### src/hdl/gpptm_map.vh
// register map, field positions and reset values for the paired gpio ports
// assumes: included by the port block; APB word addressing, 32-bit data
`ifndef GPPTM_MAP_VH
`define GPPTM_MAP_VH

// ==========================================================
// second port (documented offsets from its base)
`define GPPTM_OFS_I_VALUE 12'h000
`define GPPTM_OFS_I_DRIVE 12'h004
`define GPPTM_OFS_I_FUNC 12'h008
`define GPPTM_OFS_RESERVED 12'h010
`define GPPTM_OFS_I_PULLUP 12'h02c
`define GPPTM_OFS_I_INGATE 12'h038

// ==========================================================
// first port (offsets chosen for this block, data register omitted)
`define GPPTM_OFS_H_DRIVE 12'h104
`define GPPTM_OFS_H_FUNC 12'h108
`define GPPTM_OFS_H_PULLUP 12'h12c
`define GPPTM_OFS_H_INGATE 12'h138

// ==========================================================
// widths and reset values
`define GPPTM_PORT_W 8
`define GPPTM_ADDR_W 12
`define GPPTM_RST_ZERO 8'h00
`define GPPTM_RST_H_PULLUP 8'h01
// second port pins that may carry a timer output; pins 7..6 are capture inputs
`define GPPTM_TMR_OUT_PINS 8'h3f

`endif

### src/hdl/gpptm_port_pair.v
// two 8-bit gpio ports with per-bit drive, input gate, pull-up and function select
// assumes: APB master on I_CLK; pads resolve level from data, enable and pull-up
// limitation: the first port keeps no data bits, so an enabled driver drives zero
// hazard: pad inputs pass two flops, so a read lags the pad by two cycles
`timescale 1ns/100ps
`include "gpptm_map.vh"

module gpptm_port_pair (
	// clock and reset
	input wire I_CLK,
	input wire I_RST_B,
	// apb slave
	input wire I_PSEL,
	input wire I_PENABLE,
	input wire I_PWRITE,
	input wire [11:0] I_PADDR,
	input wire [31:0] I_PWDATA,
	output wire O_PREADY,
	output wire O_PSLVERR,
	output reg [31:0] O_PRDATA,
	// first port pads
	input wire [7:0] I_H_PIN,
	output wire [7:0] O_H_PIN,
	output wire [7:0] O_H_PIN_OE,
	output wire [7:0] O_H_PULLUP,
	// second port pads
	input wire [7:0] I_I_PIN,
	output wire [7:0] O_I_PIN,
	output wire [7:0] O_I_PIN_OE,
	output wire [7:0] O_I_PULLUP,
	// timer side: captures from first port
	output wire [7:0] O_H_CAPTURE,
	// timer side: second port timer outputs (pins 5..0) and capture (pins 7..6)
	input wire [5:0] I_I_TIMER_OUT,
	output wire [1:0] O_I_CAPTURE,
	// pin inputs seen by software-side logic
	output wire [7:0] O_H_PIN_IN,
	output wire [7:0] O_I_PIN_IN
);

	// ==========================================================
	// register state
	reg [7:0] h_drive;
	reg [7:0] h_func;
	reg [7:0] h_pullup;
	reg [7:0] h_ingate;
	reg [7:0] i_value;
	reg [7:0] i_drive;
	reg [7:0] i_func;
	reg [7:0] i_pullup;
	reg [7:0] i_ingate;
	reg [7:0] h_sync1;
	reg [7:0] h_sync2;
	reg [7:0] i_sync1;
	reg [7:0] i_sync2;
	reg [7:0] i_tmr_q;
	reg hit;
	wire wr_en;
	wire rd_en;
	wire [7:0] wbyte;
	wire [7:0] i_gated;
	wire [7:0] h_gated;
	wire [7:0] i_drive_src;
	// write strobes, one per implemented register
	wire wr_h_drive;
	wire wr_h_func;
	wire wr_h_pullup;
	wire wr_h_ingate;
	wire wr_i_value;
	wire wr_i_drive;
	wire wr_i_func;
	wire wr_i_pullup;
	wire wr_i_ingate;
	// read path and timer output selection
	reg [31:0] next_prdata;
	wire [7:0] i_value_rd;
	wire [7:0] i_tmr_sel;

	// ==========================================================
	// bus decode: zero wait states, every access completes at once
	assign O_PREADY = 1'b1;
	// unassigned or reserved offsets answer with an error rather than silent data
	assign O_PSLVERR = I_PSEL & I_PENABLE & ~hit;
	assign wr_en = I_PSEL & I_PENABLE & I_PWRITE;
	assign rd_en = I_PSEL & ~I_PENABLE & ~I_PWRITE;
	assign wbyte = I_PWDATA[7:0];

	// address hit table
	always @* begin
		case (I_PADDR)
			`GPPTM_OFS_I_VALUE, `GPPTM_OFS_I_DRIVE, `GPPTM_OFS_I_FUNC: hit = 1'b1;
			`GPPTM_OFS_I_PULLUP, `GPPTM_OFS_I_INGATE: hit = 1'b1;
			`GPPTM_OFS_H_DRIVE, `GPPTM_OFS_H_FUNC: hit = 1'b1;
			`GPPTM_OFS_H_PULLUP, `GPPTM_OFS_H_INGATE: hit = 1'b1;
			default: hit = 1'b0;
		endcase
	end

	// ==========================================================
	// write strobes; a write lands only at the access-phase edge
	assign wr_i_value = wr_en & (I_PADDR == `GPPTM_OFS_I_VALUE);
	assign wr_i_drive = wr_en & (I_PADDR == `GPPTM_OFS_I_DRIVE);
	assign wr_i_func = wr_en & (I_PADDR == `GPPTM_OFS_I_FUNC);
	assign wr_i_pullup = wr_en & (I_PADDR == `GPPTM_OFS_I_PULLUP);
	assign wr_i_ingate = wr_en & (I_PADDR == `GPPTM_OFS_I_INGATE);
	assign wr_h_drive = wr_en & (I_PADDR == `GPPTM_OFS_H_DRIVE);
	assign wr_h_func = wr_en & (I_PADDR == `GPPTM_OFS_H_FUNC);
	assign wr_h_pullup = wr_en & (I_PADDR == `GPPTM_OFS_H_PULLUP);
	assign wr_h_ingate = wr_en & (I_PADDR == `GPPTM_OFS_H_INGATE);

	// ==========================================================
	// register writes; only the low byte is stored, upper bits dropped
	// one process per register keeps each reset value beside its load
	// second port value bits
	always @(posedge I_CLK) begin
		if (!I_RST_B) begin
			i_value <= `GPPTM_RST_ZERO;
		end else if (wr_i_value) begin
			i_value <= wbyte;
		end
	end

	// second port drive enables
	always @(posedge I_CLK) begin
		if (!I_RST_B) begin
			i_drive <= `GPPTM_RST_ZERO;
		end else if (wr_i_drive) begin
			i_drive <= wbyte;
		end
	end

	// second port function select
	always @(posedge I_CLK) begin
		if (!I_RST_B) begin
			i_func <= `GPPTM_RST_ZERO;
		end else if (wr_i_func) begin
			i_func <= wbyte;
		end
	end

	// second port pull-ups
	always @(posedge I_CLK) begin
		if (!I_RST_B) begin
			i_pullup <= `GPPTM_RST_ZERO;
		end else if (wr_i_pullup) begin
			i_pullup <= wbyte;
		end
	end

	// second port input gates
	always @(posedge I_CLK) begin
		if (!I_RST_B) begin
			i_ingate <= `GPPTM_RST_ZERO;
		end else if (wr_i_ingate) begin
			i_ingate <= wbyte;
		end
	end

	// first port drive enables
	always @(posedge I_CLK) begin
		if (!I_RST_B) begin
			h_drive <= `GPPTM_RST_ZERO;
		end else if (wr_h_drive) begin
			h_drive <= wbyte;
		end
	end

	// first port function select
	always @(posedge I_CLK) begin
		if (!I_RST_B) begin
			h_func <= `GPPTM_RST_ZERO;
		end else if (wr_h_func) begin
			h_func <= wbyte;
		end
	end

	// first port pull-ups; pin 0 comes up pulled high
	always @(posedge I_CLK) begin
		if (!I_RST_B) begin
			h_pullup <= `GPPTM_RST_H_PULLUP;
		end else if (wr_h_pullup) begin
			h_pullup <= wbyte;
		end
	end

	// first port input gates
	always @(posedge I_CLK) begin
		if (!I_RST_B) begin
			h_ingate <= `GPPTM_RST_ZERO;
		end else if (wr_h_ingate) begin
			h_ingate <= wbyte;
		end
	end

	// ==========================================================
	// value register reads its value bits on driven pins, ORed with the gated pin level
	assign i_value_rd = (i_value & i_drive) | i_gated;
	// read mux; unmapped offsets read zero, never stale data
	always @* begin
		next_prdata = 32'h00000000;
		case (I_PADDR)
			`GPPTM_OFS_I_VALUE: next_prdata = {24'h000000, i_value_rd};
			`GPPTM_OFS_I_DRIVE: next_prdata = {24'h000000, i_drive};
			`GPPTM_OFS_I_FUNC: next_prdata = {24'h000000, i_func};
			`GPPTM_OFS_I_PULLUP: next_prdata = {24'h000000, i_pullup};
			`GPPTM_OFS_I_INGATE: next_prdata = {24'h000000, i_ingate};
			`GPPTM_OFS_H_DRIVE: next_prdata = {24'h000000, h_drive};
			`GPPTM_OFS_H_FUNC: next_prdata = {24'h000000, h_func};
			`GPPTM_OFS_H_PULLUP: next_prdata = {24'h000000, h_pullup};
			`GPPTM_OFS_H_INGATE: next_prdata = {24'h000000, h_ingate};
			default: next_prdata = 32'h00000000;
		endcase
	end

	// read data is latched in the setup cycle so it is a flop at the access edge
	always @(posedge I_CLK) begin
		if (!I_RST_B) begin
			O_PRDATA <= 32'h00000000;
		end else if (rd_en) begin
			O_PRDATA <= next_prdata;
		end
	end

	// ==========================================================
	// two-flop synchronisers on the pad inputs, then gating by input enable
	// only the second flop is read, so a metastable first stage never spreads
	// first port pads
	always @(posedge I_CLK) begin
		if (!I_RST_B) begin
			h_sync1 <= 8'h00;
			h_sync2 <= 8'h00;
		end else begin
			h_sync1 <= I_H_PIN;
			h_sync2 <= h_sync1;
		end
	end

	// second port pads
	always @(posedge I_CLK) begin
		if (!I_RST_B) begin
			i_sync1 <= 8'h00;
			i_sync2 <= 8'h00;
		end else begin
			i_sync1 <= I_I_PIN;
			i_sync2 <= i_sync1;
		end
	end

	// timer outputs registered so pad data comes from flops
	always @(posedge I_CLK) begin
		if (!I_RST_B) begin
			i_tmr_q <= 8'h00;
		end else begin
			i_tmr_q <= {2'b00, I_I_TIMER_OUT};
		end
	end

	// ==========================================================
	// per-pin muxing; blocked inputs read as zero so floating pads cost nothing
	// pins 7..6 are capture inputs, so their function bit never takes the driver
	assign i_tmr_sel = i_func & `GPPTM_TMR_OUT_PINS;
	genvar g;
	generate
		for (g = 0; g < `GPPTM_PORT_W; g = g + 1) begin : pin
			assign h_gated[g] = h_sync2[g] & h_ingate[g];
			assign i_gated[g] = i_sync2[g] & i_ingate[g];
			// first port pins have no timer output; driver follows its enable bit
			assign O_H_PIN_OE[g] = h_drive[g];
			assign O_H_PIN[g] = 1'b0;
			assign O_H_PULLUP[g] = h_pullup[g];
			// capture routing, bit by bit, when the function bit is one:
			// pin 7 timer3_capture_in1, pin 6 timer3_capture_in0
			// pin 5 timer2_capture_in1, pin 4 timer2_capture_in0
			// pin 3 timer1_capture_in1, pin 2 timer1_capture_in0
			// pin 1 timer0_capture_in1, pin 0 timer0_capture_in0
			assign O_H_CAPTURE[g] = h_gated[g] & h_func[g];
			// function 1 on pins 5..0 drives the timer output instead of the value bit
			assign i_drive_src[g] = i_tmr_sel[g] ? i_tmr_q[g] : i_value[g];
			assign O_I_PIN[g] = i_drive_src[g];
			assign O_I_PIN_OE[g] = i_drive[g];
			assign O_I_PULLUP[g] = i_pullup[g];
		end
	endgenerate

	// second port pins 7..6 are capture inputs of a timer when selected
	assign O_I_CAPTURE = i_gated[7:6] & i_func[7:6];
	assign O_H_PIN_IN = h_gated;
	assign O_I_PIN_IN = i_gated;

endmodule

### config.mk
export PLATFORM = sky130hd
export DESIGN_NAME = gpptm_port_pair
export DESIGN_NICKNAME = d
export VERILOG_FILES = /design/src/hdl/gpptm_port_pair.v
export VERILOG_INCLUDE_DIRS = /design/src /design/src/hdl
export SDC_FILE = /design/constraint.sdc
export NUM_CORES = 1
export LEC_CHECK = 0
export ABC_AREA = 1
export BUFFER_PORTS_ARGS = -buffer_cell sky130_fd_sc_hd__buf_2
export CAP_MARGIN = 40
export CORE_MARGIN = 2
export CORE_UTILIZATION = 46
export DETAILED_ROUTE_END_ITERATION = 12
export PLACE_DENSITY_LB_ADDON = 0.08
export SYNTH_ARGS = -nofsm -noshare
export SYNTH_HDL_FRONTEND = slang
export SYNTH_SLANG_ARGS = --single-unit
### constraint.sdc
create_clock -name I_CLK -period 1.3 [get_ports I_CLK]
set_clock_uncertainty 0.05 [all_clocks]
set_input_delay 0.13 -clock I_CLK [delete_from_list [all_inputs] [get_ports I_CLK]]
set_output_delay 0.13 -clock I_CLK [all_outputs]
set_load 0.1 [all_outputs]
# == Word level (Yosys, flattened, before mapping) ==
# Index checks and enable logic that the tools add are counted.
# Widths: inputs -> output; s select.
# word_totals
word_cells,77
register_bits,142
# op_classes
reduce_logical,2
n_eq_ne,8
bitwise,44
n_mux,8
# op_table
op,count
$pmux 8 s9,1
$eq 12x9->1 const B,4
$and 1x1->1,38
$eq 12x6->1 const B,2
$eq 12x3->1 const B,1
$eq 12x4->1 const B,1
$logic_not 12->1,1
$reduce_or 9->1,1
$and 8x8->8,1
$or 8x8->8,1
$mux 1,7
$not 1->1,3
$and 2x2->2,1

# == Longest topological paths before layout ==
# Gate-level depths: netlist of run 1.
# depth
ltp_word,5
depth_mapped,11

# == Least setup slack after synthesis of run 1 ==
# Ideal clock, no wire load.
# synth_timing
path_type,register to output
start,register i_value[0]
end,output port O_I_PIN[0]
stages_incl_launch_ff,3
setup_slack_ps,-1318
t_required_ps,1120
n_path_buf,0
t_arrival_ps,2438
cell_sequence,dfxtp_1 > inv_1 > o21ai_0
# synth_between
elab_chain_len,1
# synth_lines
element,line_no,rtl
"start, declared",gpptm_port_pair.v:47,reg [7:0] i_value;
"start signal, assigned",gpptm_port_pair.v:117,i_value <= `GPPTM_RST_ZERO;
"start signal, assigned",gpptm_port_pair.v:119,i_value <= wbyte;
$mux 1,gpptm_port_pair.v:278,assign i_drive_src[g] = i_tmr_sel[g] ? i_tmr_q[g] : i_value[g];
"end, declared",gpptm_port_pair.v:28,"output wire [7:0] O_I_PIN,"
# Every way passes these cells.

# == Final worst setup path of run 1 ==
# layout_timing
start,input port I_PADDR[3]
end,output port O_PSLVERR
# layout_between
elab_chain_len,5
word_cells_on_any_way,13
# layout_lines
element,line_no,rtl
"start, declared",gpptm_port_pair.v:16,"input wire [11:0] I_PADDR,"
"$eq 12x3->1, or another cell as far along",gpptm_port_pair.v:90,case (I_PADDR)
$reduce_or 9->1 (no source line) *,n/a,
$mux 1 *,gpptm_port_pair.v:90,
$not 1->1 *,gpptm_port_pair.v:83,assign O_PSLVERR = I_PSEL & I_PENABLE & ~hit;
$and 1x1->1 *,gpptm_port_pair.v:83,
"end, declared",gpptm_port_pair.v:19,"output wire O_PSLVERR,"
# Mark *: on every way between the ends. The rest lies on a longest branch, timed or not.

==> results of run 1 <==
cell families (layout without fill, tap and decap cells):
kind of cell,Yosys count,in the layout,share of synthesized area [%]
compound gates,143,143,13.0
buf+inv,203,392,17.8
flops,118,118,42.9
other cells,2,33,0.136
simple gates,316,316,26.2
power by group through the flow:
stage,sequential (mW),clock [mW],combinational (mW)
floorplan,3.75,0,0.714
global placement,3.75,0,0.828
detailed placement,3.75,0,0.836
CTS,3.66,4.72,0.925
global route,3.66,4.90,1.00
finish,3.66,4.67,0.956
area by class of cell:
type / instances / area share [%]
Clock buffer: 24 / 5.70
Clock inverter: 8 / 1.08
Inverter: 131 / 5.80
Multi-Input combinational cell: 492 / 30.8
Sequential cell: 118 / 28.5
Tap cell: 143 / 2.03
Timing Repair Buffer: 229 / 26.2
cells in the final DEF, fill, tap and decap left out:
| master | count |
|---|---|
| a21oi_1 | 77 |
| a21oi_2 | 2 |
| buf_12 | 46 |
| buf_2 | 38 |
| buf_4 | 109 |
| buf_6 | 14 |
| bufinv_16 | 2 |
| clkbuf_1 | 3 |
| clkbuf_16 | 18 |
| clkbuf_8 | 3 |
| clkinv_2 | 4 |
| clkinv_4 | 1 |
| clkinvlp_4 | 2 |
| conb_1 | 33 |
| dfxtp_1 | 41 |
| dfxtp_2 | 56 |
| dfxtp_4 | 21 |
| dlygate4sd3_1 | 22 |
| inv_1 | 88 |
| inv_2 | 36 |
| inv_4 | 6 |
| nand2_1 | 122 |
| nand2_2 | 18 |
| nand2_4 | 19 |
| nand3_1 | 91 |
| nand3_2 | 3 |
| nand3_4 | 1 |
| nor2_1 | 24 |
| nor2_2 | 10 |
| nor2_4 | 20 |
| nor2_8 | 1 |
| nor3_2 | 3 |
| nor3_4 | 4 |
| o21ai_0 | 38 |
| o21ai_1 | 15 |
| o21ai_2 | 5 |
| o21ai_4 | 6 |
worst paths after layout:
path              slack [ns]  depth (start not counted)          end        start
setup / recovery       -0.17                         10    O_PSLVERR   I_PADDR[3]
setup reg to reg        0.05                          7  O_PRDATA[6]  i_ingate[6]
hold / removal          0.06                          3  i_ingate[4]  I_PWDATA[4]
hold reg to reg         0.36                          2   h_sync2[2]   h_sync1[2]
tightest hold or removal path: stages:
cell and delay (ns):
buf_2 0.18, nand3_1 0.11, a21oi_1 0.06
through the flow:
step / hold slack, ns / utilization (%) / cells / TNS (ns)
3_5_place_dp: 0.266 / 61.6 / 1048 / -16.45
6_report: 0.0648 / 76.3 / 1145 / -0.728
3_3_place_gp: 0.260 / 61.6 / 1048 / -14.70
2_1_floorplan: 0.178 / - / 813 / -0.231
5_1_grt: 0.0663 / 76.3 / 1145 / -1.76
4_1_cts: 0.0386 / 73.9 / 1133 / -0.934
layer usage:
metal	GRT usage, %	vias to the layer above
met2	50.3	261
met4	12.0	0
met1	36.1	2686
met5	0	-
met3	5.53	47
li1	-	2816
timing repair:
item	CTS	global route
pin swaps	31	34
setup endpoints to repair	71	47
resized for setup	168	68
hold endpoints to repair	22	0
hold buffers	22	0
buffers inserted	31	13
==> summary.txt, run 1 <==
Synth
  • Largest area contributor in the netlist: dfxtp_1
  • Mapped Cells: 782
  • Main synth FF type: dfxtp_1
  • Main area contributors after synthesis: dfxtp_1 43%, nand2_1 10%, nand3_1 8.5%
  • Yosys reg bits: 118
  • Synth warnings: 0
  • Sequential fraction of the synthesis area: 42.9%
  • Post-Syn Area: 5510 um^2
  • Proportion of netlist area held by the largest area contributor: 42.9%
  • Ys async rst share: 0%
  • EDFF count, synth: 0
  • Most instantiated library cell after synthesis: nand2_1
  • Commonest cells post-synth: 148 x nand2_1, 122 x inv_1, 118 x dfxtp_1, 94 x nand3_1, 79 x a21oi_1
  • Post-synthesis cell type count: 24
  • Syn avg cell area: 7.05 um^2

Global route
  • Vias in the first global route: 5,537
  • Grt total ovfl: 0
  • GRT Util Overall: 29.2%
  • Largest net degree at the start of global routing: 36
  • Number of antenna violations at the first check in global routing: 0
  • Global-route wire length before repair: 28.6 mm

Power
  • P_leak: 4.29 nW
  • PwrDens: 1050 nW/um^2
  • Comb power frac: 10.3%
  • Sw Ratio: 25.4%
  • Internal power: 6.93 mW
  • Clock Power Share: 50.3%
  • Worst vdd ir: 1.16 mV
  • Psw: 2.36 mW
  • Power, Total: 9.29 mW
  • Reg power frac: 39.4%

Timing
  • F_max: 681 MHz
  • Final worst slack: -0.169 ns
  • Crit share post-route: 113%
  • Slew Limit Fails: 0
  • Fin. Hold Viols: 0
  • Post-layout min period: 1.47 ns
  • Setup Viol. Count Final: 12
  • Unrepaired setup endpoints after global routing: yes

Setup path
  • Critical Path RT: 1.12 ns
  • Cell with the most instances on the worst path: nor3_4
  • CP max FO: 3
  • Crit path DAT: 1.29 ns
  • Crit start category: primary input
  • Crit-path max cell delay: 0.19 ns
  • Slowest CP cell: buf_12
  • Crit Path Category: in -> out
  • CP Capture Type: output port
  • CP delay by family, top: simple AND/OR/NAND/NOR gates
  • CP bufs+invs: 4
  • Worst-path cell chain: buf_6 > inv_2 > nor2_2 > nand2_2 > buf_4 > nor3_4 > nor3_4 > nand3_2 > nor2_4 > buf_12

Finish
  • Layout cell share with drive strength beyond 1: 44.7%
  • Multi-input gate area in the final layout: 2710 um^2
  • Area Growth Syn to Fin: 60.1%
  • Area taken by flip-flops and latches: 2510 um^2
  • Final net count: 1,060
  • Finished layout cell area: 8820 um^2
  • Filler instances: 855
  • N_diodes: 0

Place
  • GP Congestion: 0.982
  • Placed inst area: 7130 um^2
  • DPL Wire Length: 13.0 mm
  • Port Buf Inserts: 121
  • Pre-CTS setup slack: -0.323 ns

Clock tree
  • Worst skew pair latency: 0.41 ns
  • TritonCTS Buffers: 17
  • TritonCTS Sinks: 118
  • CTS clk-pin slew, worst paths: 0.05 ns
  • CTS tree: built
  • CTS H-tree depth: 4
  • Max Buffers Root-to-Sink: 2
  • Clock Tree Root: clkbuf_16

Detailed routing
  • DR pass1 iterations: 5
  • Met3 wire len: 1.17 mm
  • Drt wl/cell: 16.4 um
  • Via density: 5.07
  • WL met2: 9.41 mm
  • M1 WL: 7.60 mm
  • Antenna Violating Nets Remaining: 0
  • DRC viols: 0
  • Via count: 5,810
  • Final WL: 18.8 mm
  • Starting DRT DRC Count: 508
  • Uppermost layer routed: met4

Floorplan
  • Die Width: 113 um
  • Core area: 11,600 um^2
  • # IOs: 179
  • Die Ht: 113 um
  • Row Count: 39
  • Die Area: 12,900 um^2
  • Initial Util: 47.6%

Worst hold path
  • HP Class: in -> reg

Status
  • Failing checks: negative setup slack
  • Status: complete, but fails checks

Run
  • Total of max-cap violations: 0
Power figures use the tool's default switching activity.
==> inputs of run 2 (changes only) <==
REMOVE_ABC_BUFFERS = 1   (was default)
==> run 2 against run 1 <==
Die area unchanged. The flow still finishes with violations (negative setup slack). Global-route usage increased by 0.28 points. Hold slack worse by 0.045 ns. Clock power shrank 4%. Flip-flop and latch count unchanged. Count of clock-buffer cells in the layout down 6. Core utilization increased by 1.6 points.
==> summary.txt, run 2 (synthesis gave the netlist of run 1 again) <==
Status
  • Status: complete, but fails checks
  • Failing checks: negative setup slack

Timing
  • Slew Limit Fails: 0
  • Crit share post-route: 113%
  • F_max: 680 MHz
  • Unrepaired setup endpoints after global routing: yes
  • Fin. Hold Viols: 0
  • Post-layout min period: 1.47 ns
  • Post-Route Hold Slack: 0.0194 ns
  • Final worst slack: -0.171 ns
  • Setup TNS: -0.376 ns
  • Setup Viol. Count Final: 13

Global route
  • Global routing met2 resource utilization: 48.9%
  • Met1 usage: 37.9%
  • Gr busiest metal: met2
  • Grt total ovfl: 0
  • GRT Util Overall: 29.5%
  • Global-route wire length before repair: 29.1 mm
  • Number of antenna violations at the first check in global routing: 0
  • Largest net degree at the start of global routing: 34
  • Vias in the first global route: 5,669
  • Met3 Track Usage GR: 6.91%

Detailed routing
  • DRC viols: 0
  • Drt wl/cell: 16.3 um
  • Via density: 5.10
  • DR pass1 iterations: 5
  • Via count: 5,921
  • Starting DRT DRC Count: 526
  • Final WL: 18.9 mm
  • Antenna Violating Nets Remaining: 0

Place
  • DPL Wire Length: 12.7 mm
  • Port Buf Inserts: 121
  • GP Congestion: 0.884

Power
  • Worst vdd ir: 0.817 mV
  • Clock Power Share: 49.2%
  • Reg power frac: 40.5%
  • Psw: 2.53 mW
  • Comb power frac: 10.3%
  • Sw Ratio: 27.8%
  • Internal power: 6.56 mW
  • PwrDens: 1010 nW/um^2
  • P_leak: 4.34 nW
  • Power, Total: 9.09 mW

Worst hold path
  • HP Class: in -> reg

Clock tree
  • TritonCTS Sinks: 118
  • CTS H-tree depth: 4
  • TritonCTS Buffers: 17
  • CTS tree: built
  • Worst skew pair latency: 0.43 ns
  • CTS clk-pin slew, worst paths: 0.06 ns
  • Clock Tree Root: clkbuf_16
  • Max Buffers Root-to-Sink: 2

Finish
  • Filler instances: 855
  • Final net count: 1,076
  • Most frequent cells in the layout: 121 x nand2_1, 103 x buf_4, 93 x nand3_1, 90 x inv_1, 77 x a21oi_1
  • Layout cell share with drive strength beyond 1: 41.3%
  • N_diodes: 0
  • Area Growth Syn to Fin: 63.4%
  • Commonest non-fill, non-tap cell in the layout: nand2_1

Setup path
  • CP max FO: 15
  • Crit path DAT: 1.29 ns
  • CP Capture Type: output port
  • Crit Path Category: in -> out
  • Critical Path RT: 1.12 ns
  • Crit start category: primary input

Floorplan
  • Die Ht: 113 um
  • Core area: 11,600 um^2
  • Die Width: 113 um
  • # IOs: 179
  • Die Area: 12,900 um^2
  • Row Count: 39
  • Initial Util: 47.6%

Run
  • Total of max-cap violations: 0
==> run 2: power by group through the flow <==
stage          sequential (mW)  combinational, mW  clock (mW)
2_1_floorplan             3.76              0.573           0
3_3_place_gp              3.77              0.809           0
3_5_place_dp              3.77              0.822           0
4_1_cts                   3.69              0.896        4.50
5_1_grt                   3.69              0.985        4.67
6_report                  3.68              0.934        4.47
==> run 2: worst paths after layout <==
kind,endpoint,start,slack [ns],depth (start not counted)
worst max-delay path,O_PSLVERR,I_PADDR[9],-0.17,10
worst min-delay path,i_ingate[1],I_PWDATA[1],0.02,3
worst max register to register,O_PRDATA[3],O_I_PIN_OE[3],0.07,8
worst min register to register,i_sync2[1],i_sync1[1],0.36,2
==> run 2: area by class of cell <==
type | count | area, um^2 | share of cell area [%]
Inverter | 131 | 493 | 5.48
Tap cell | 143 | 179 | 1.99
Clock buffer | 18 | 439 | 4.88
Timing Repair Buffer | 245 | 2690 | 29.9
Sequential cell | 118 | 2440 | 27.1
Clock inverter | 14 | 124 | 1.38
Multi-Input combinational cell | 492 | 2640 | 29.4
==> run 2: worst max-delay path, cell delays in order <==
cell and delay, ns:
buf_2 0.11, nor2_2 0.16, nand2_4 0.09, buf_4 0.14, inv_2 0.11, buf_12 0.16
nand2_1 0.07, inv_2 0.09, nor2_2 0.06, buf_12 0.16
==> run 2: timing repair <==
item,4_1_cts,5_1_grt
pin swaps,25,30
setup endpoints to repair,45,49
hold buffers,26,0
gates resized for setup,120,93
endpoints found under the hold margin,28,0
buffers inserted,16,13
==> run 2: per-stage QoR <==
step / setup slack [ns] / instances / area, um^2 / util, %
finish: -0.171 / 1161 / 9000 / 77.8
global route: -0.231 / 1161 / 9000 / 77.8
CTS: -0.166 / 1148 / 8670 / 75.0
detailed placement: -0.411 / 1074 / 7460 / 64.5
global placement: -0.304 / 1074 / 7460 / 64.5
floorplan: -1.32 / 741 / 5140 / -
==> run 2: routing by layer <==
| metal | share of wire, % | up-vias |
|---|---|---|
| met5 | 0 | - |
| met4 | 2.0 | 0 |
| met3 | 8.3 | 35 |
| met2 | 49 | 310 |
| met1 | 41 | 2748 |
| li1 | - | 2828 |
==> inputs of run 3 (changes only) <==
ABC_AREA = 0   (was 1)
CORE_ASPECT_RATIO = 0.6   (was default)
==> run 3 against run 2 <==
The run still ends with negative setup slack left. Core utilization up 5.2 points. Sequential share of layout area fell by 1.7 points. Global-route usage rose by 0.73 points. Clock power rose by 4%. Cell area up 6.3%. Flip-flop and latch count did not move. Fmax shrank 11%. First-iteration DRC count is 17% lower. Critical path depth decreased by 1. Critical path type unchanged.
==> summary.txt, run 3 <==
Status
  • Status: complete, but fails checks
  • Failing checks: negative setup slack

Synth
  • Commonest cells post-synth: 118 x dfxtp_1, 60 x and2_1, 60 x mux2i_1, 60 x nor2b_1, 39 x buf_4
  • Proportion of netlist area held by the largest area contributor: 42.7%
  • Largest area contributor in the netlist: dfxtp_1
  • Main synth FF type: dfxtp_1
  • Post-Syn Area: 5530 um^2
  • Syn avg cell area: 9.72 um^2
  • Sequential fraction of the synthesis area: 42.7%
  • Synth warnings: 0
  • Mapped Cells: 569
  • Most instantiated library cell after synthesis: dfxtp_1
  • Ys async rst share: 0%
  • Post-synthesis cell type count: 52
  • Yosys reg bits: 118
  • Main area contributors after synthesis: dfxtp_1 43%, mux2i_1 11%, and2_1 6.8%
  • EDFF count, synth: 0

Place
  • Pre-CTS setup slack: -0.829 ns
  • DPL Wire Length: 13.0 mm
  • GP Congestion: 0.905
  • Port Buf Inserts: 121

Timing
  • Setup Viol. Count Final: 97
  • Final worst slack: -0.356 ns
  • Unrepaired setup endpoints after global routing: yes
  • Setup TNS: -14.33 ns
  • Slew Limit Fails: 0
  • Crit share post-route: 127%
  • Post-Route Hold Slack: 0.0124 ns
  • Post-layout min period: 1.66 ns
  • F_max: 604 MHz
  • Fin. Hold Viols: 0

Run
  • Total of max-cap violations: 0

Floorplan
  • Die Width: 146 um
  • Initial Util: 48.0%
  • Die Ht: 88.9 um
  • Core area: 11,500 um^2
  • Row Count: 30
  • # IOs: 179
  • Die Area: 12,900 um^2

Setup path
  • Critical Path RT: 1.12 ns
  • Crit Path Category: in -> out
  • Reg2reg end: O_PRDATA[0]
  • Worst Setup SP: I_PADDR[2]
  • Crit start category: primary input
  • CP max FO: 9
  • R2R depth: 5
  • CP Capture Type: output port
  • Reg2reg start: O_I_PIN_OE[0]
  • R2R Setup Slk: -0.13 ns
  • Crit path DAT: 1.48 ns

Detailed routing
  • Via count: 5,198
  • DRC viols: 0
  • Via density: 5.25
  • Starting DRT DRC Count: 437
  • Final WL: 19.3 mm
  • Antenna Violating Nets Remaining: 0
  • DR pass1 iterations: 7
  • Drt wl/cell: 19.4 um

Finish
  • Filler instances: 655
  • Most frequent cells in the layout: 100 x buf_4, 75 x buf_12, 69 x dfxtp_1, 56 x nor2b_1, 56 x mux2i_1
  • Layout cell share with drive strength beyond 1: 54.2%
  • Area Growth Syn to Fin: 73.0%
  • Multi-input gate area in the final layout: 3290 um^2
  • Commonest non-fill, non-tap cell in the layout: buf_4
  • Final net count: 889
  • Final core utilization: 83.0%
  • Area taken by flip-flops and latches: 2430 um^2
  • N_diodes: 0

Clock tree
  • CTS H-tree depth: 4
  • Worst skew pair latency: 0.41 ns
  • Max Buffers Root-to-Sink: 2
  • CTS tree: built
  • Clock Tree Root: clkbuf_16
  • TritonCTS Sinks: 118
  • CTS clk-pin slew, worst paths: 0.06 ns
  • TritonCTS Buffers: 17

Global route
  • GRT Util Overall: 30.3%
  • Largest net degree at the start of global routing: 50
  • Vias in the first global route: 5,305
  • Grt total ovfl: 0
  • Number of antenna violations at the first check in global routing: 0
  • Global-route wire length before repair: 29.8 mm

Worst hold path
  • HP Class: in -> reg
  • Hold endpoint: O_I_PIN_OE[1]
  • Hold path startpoint: I_PWDATA[1]
  • Hold depth: 3

Power
  • Sw Ratio: 27.2%
  • Psw: 2.57 mW
  • Comb power frac: 11.4%
  • P_leak: 3.92 nW
  • Internal power: 6.88 mW
  • PwrDens: 988 nW/um^2
  • Worst vdd ir: 1.01 mV
  • Clock Power Share: 49.5%
  • Reg power frac: 39.1%
-- run 3: what timing repair did --
item	4_1_cts	5_1_grt
resized for setup	206	49
pin swaps	49	17
buffers inserted	28	3
setup endpoints to repair	119	107
cloned	0	0
endpoints found under the hold margin	22	0
hold buffers	22	0
-- run 3: power by group through the flow --
stage	Combinational [mW]	Clock, mW	Sequential, mW
after floorplan	0.568	0	3.79
after global placement	0.931	0	3.77
after detailed placement	0.940	0	3.77
after CTS	1.04	4.69	3.69
after global routing	1.12	4.89	3.70
final	1.08	4.67	3.69
-- run 3: logic make-up after synthesis --
family	share of synthesized area, %
AO/OA/AOI/OAI	10.2
XOR/XNOR	0.158
buffers and inverters	7.99
flip-flops	42.7
multiplexers	14.3
other	0.136
AND/OR/NAND/NOR	24.5
-- run 3: area by class of cell --
class | count | area share, %
multi-input combinational | 410 | 34.3
sequential | 118 | 25.4
clock inverter | 13 | 1.54
clock buffer | 19 | 4.63
timing repair buffer | 270 | 31.9
inverter | 1 | 0.0392
tap | 160 | 2.09
-- run 3: worst max path at each step --
stage	to	slack, ns
6_report	O_PSLVERR	-0.36
5_1_grt	O_PSLVERR	-0.40
4_1_cts	O_PSLVERR	-0.36
3_5_place_dp	i_value[1]	-0.83
3_3_place_gp	i_value[4]	-0.76
2_1_floorplan	i_value[7]	-0.85
-- run 3: stage by stage --
stage | instances | instance area, um^2 | power (mW)
2_1_floorplan | 529 | 5210 | 4.36
3_3_place_gp | 914 | 7810 | 4.70
3_5_place_dp | 914 | 7810 | 4.71
4_1_cts | 990 | 9370 | 9.43
5_1_grt | 991 | 9570 | 9.70
6_report | 991 | 9570 | 9.45
-- run 3: routing by layer --
metal | global-route usage (%) | wire, um | up-vias | share of wire [%]
met2 | 49.9 | 8830 | 271 | 46
met3 | 8.37 | 1670 | 37 | 8.7
met5 | 0 | 0 | - | 0
met1 | 40.1 | 8460 | 2481 | 44
met4 | 7.66 | 310 | 0 | 1.6
li1 | - | - | 2409 | -
-- run 3: critical path, stage by stage --
cell     delay [ns]
buf_4          0.15
buf_4          0.14
nor2b_2        0.17
buf_4          0.16
nand2_2        0.07
nor2_1         0.15
nor2_2         0.06
o211a_1        0.25
buf_12         0.18
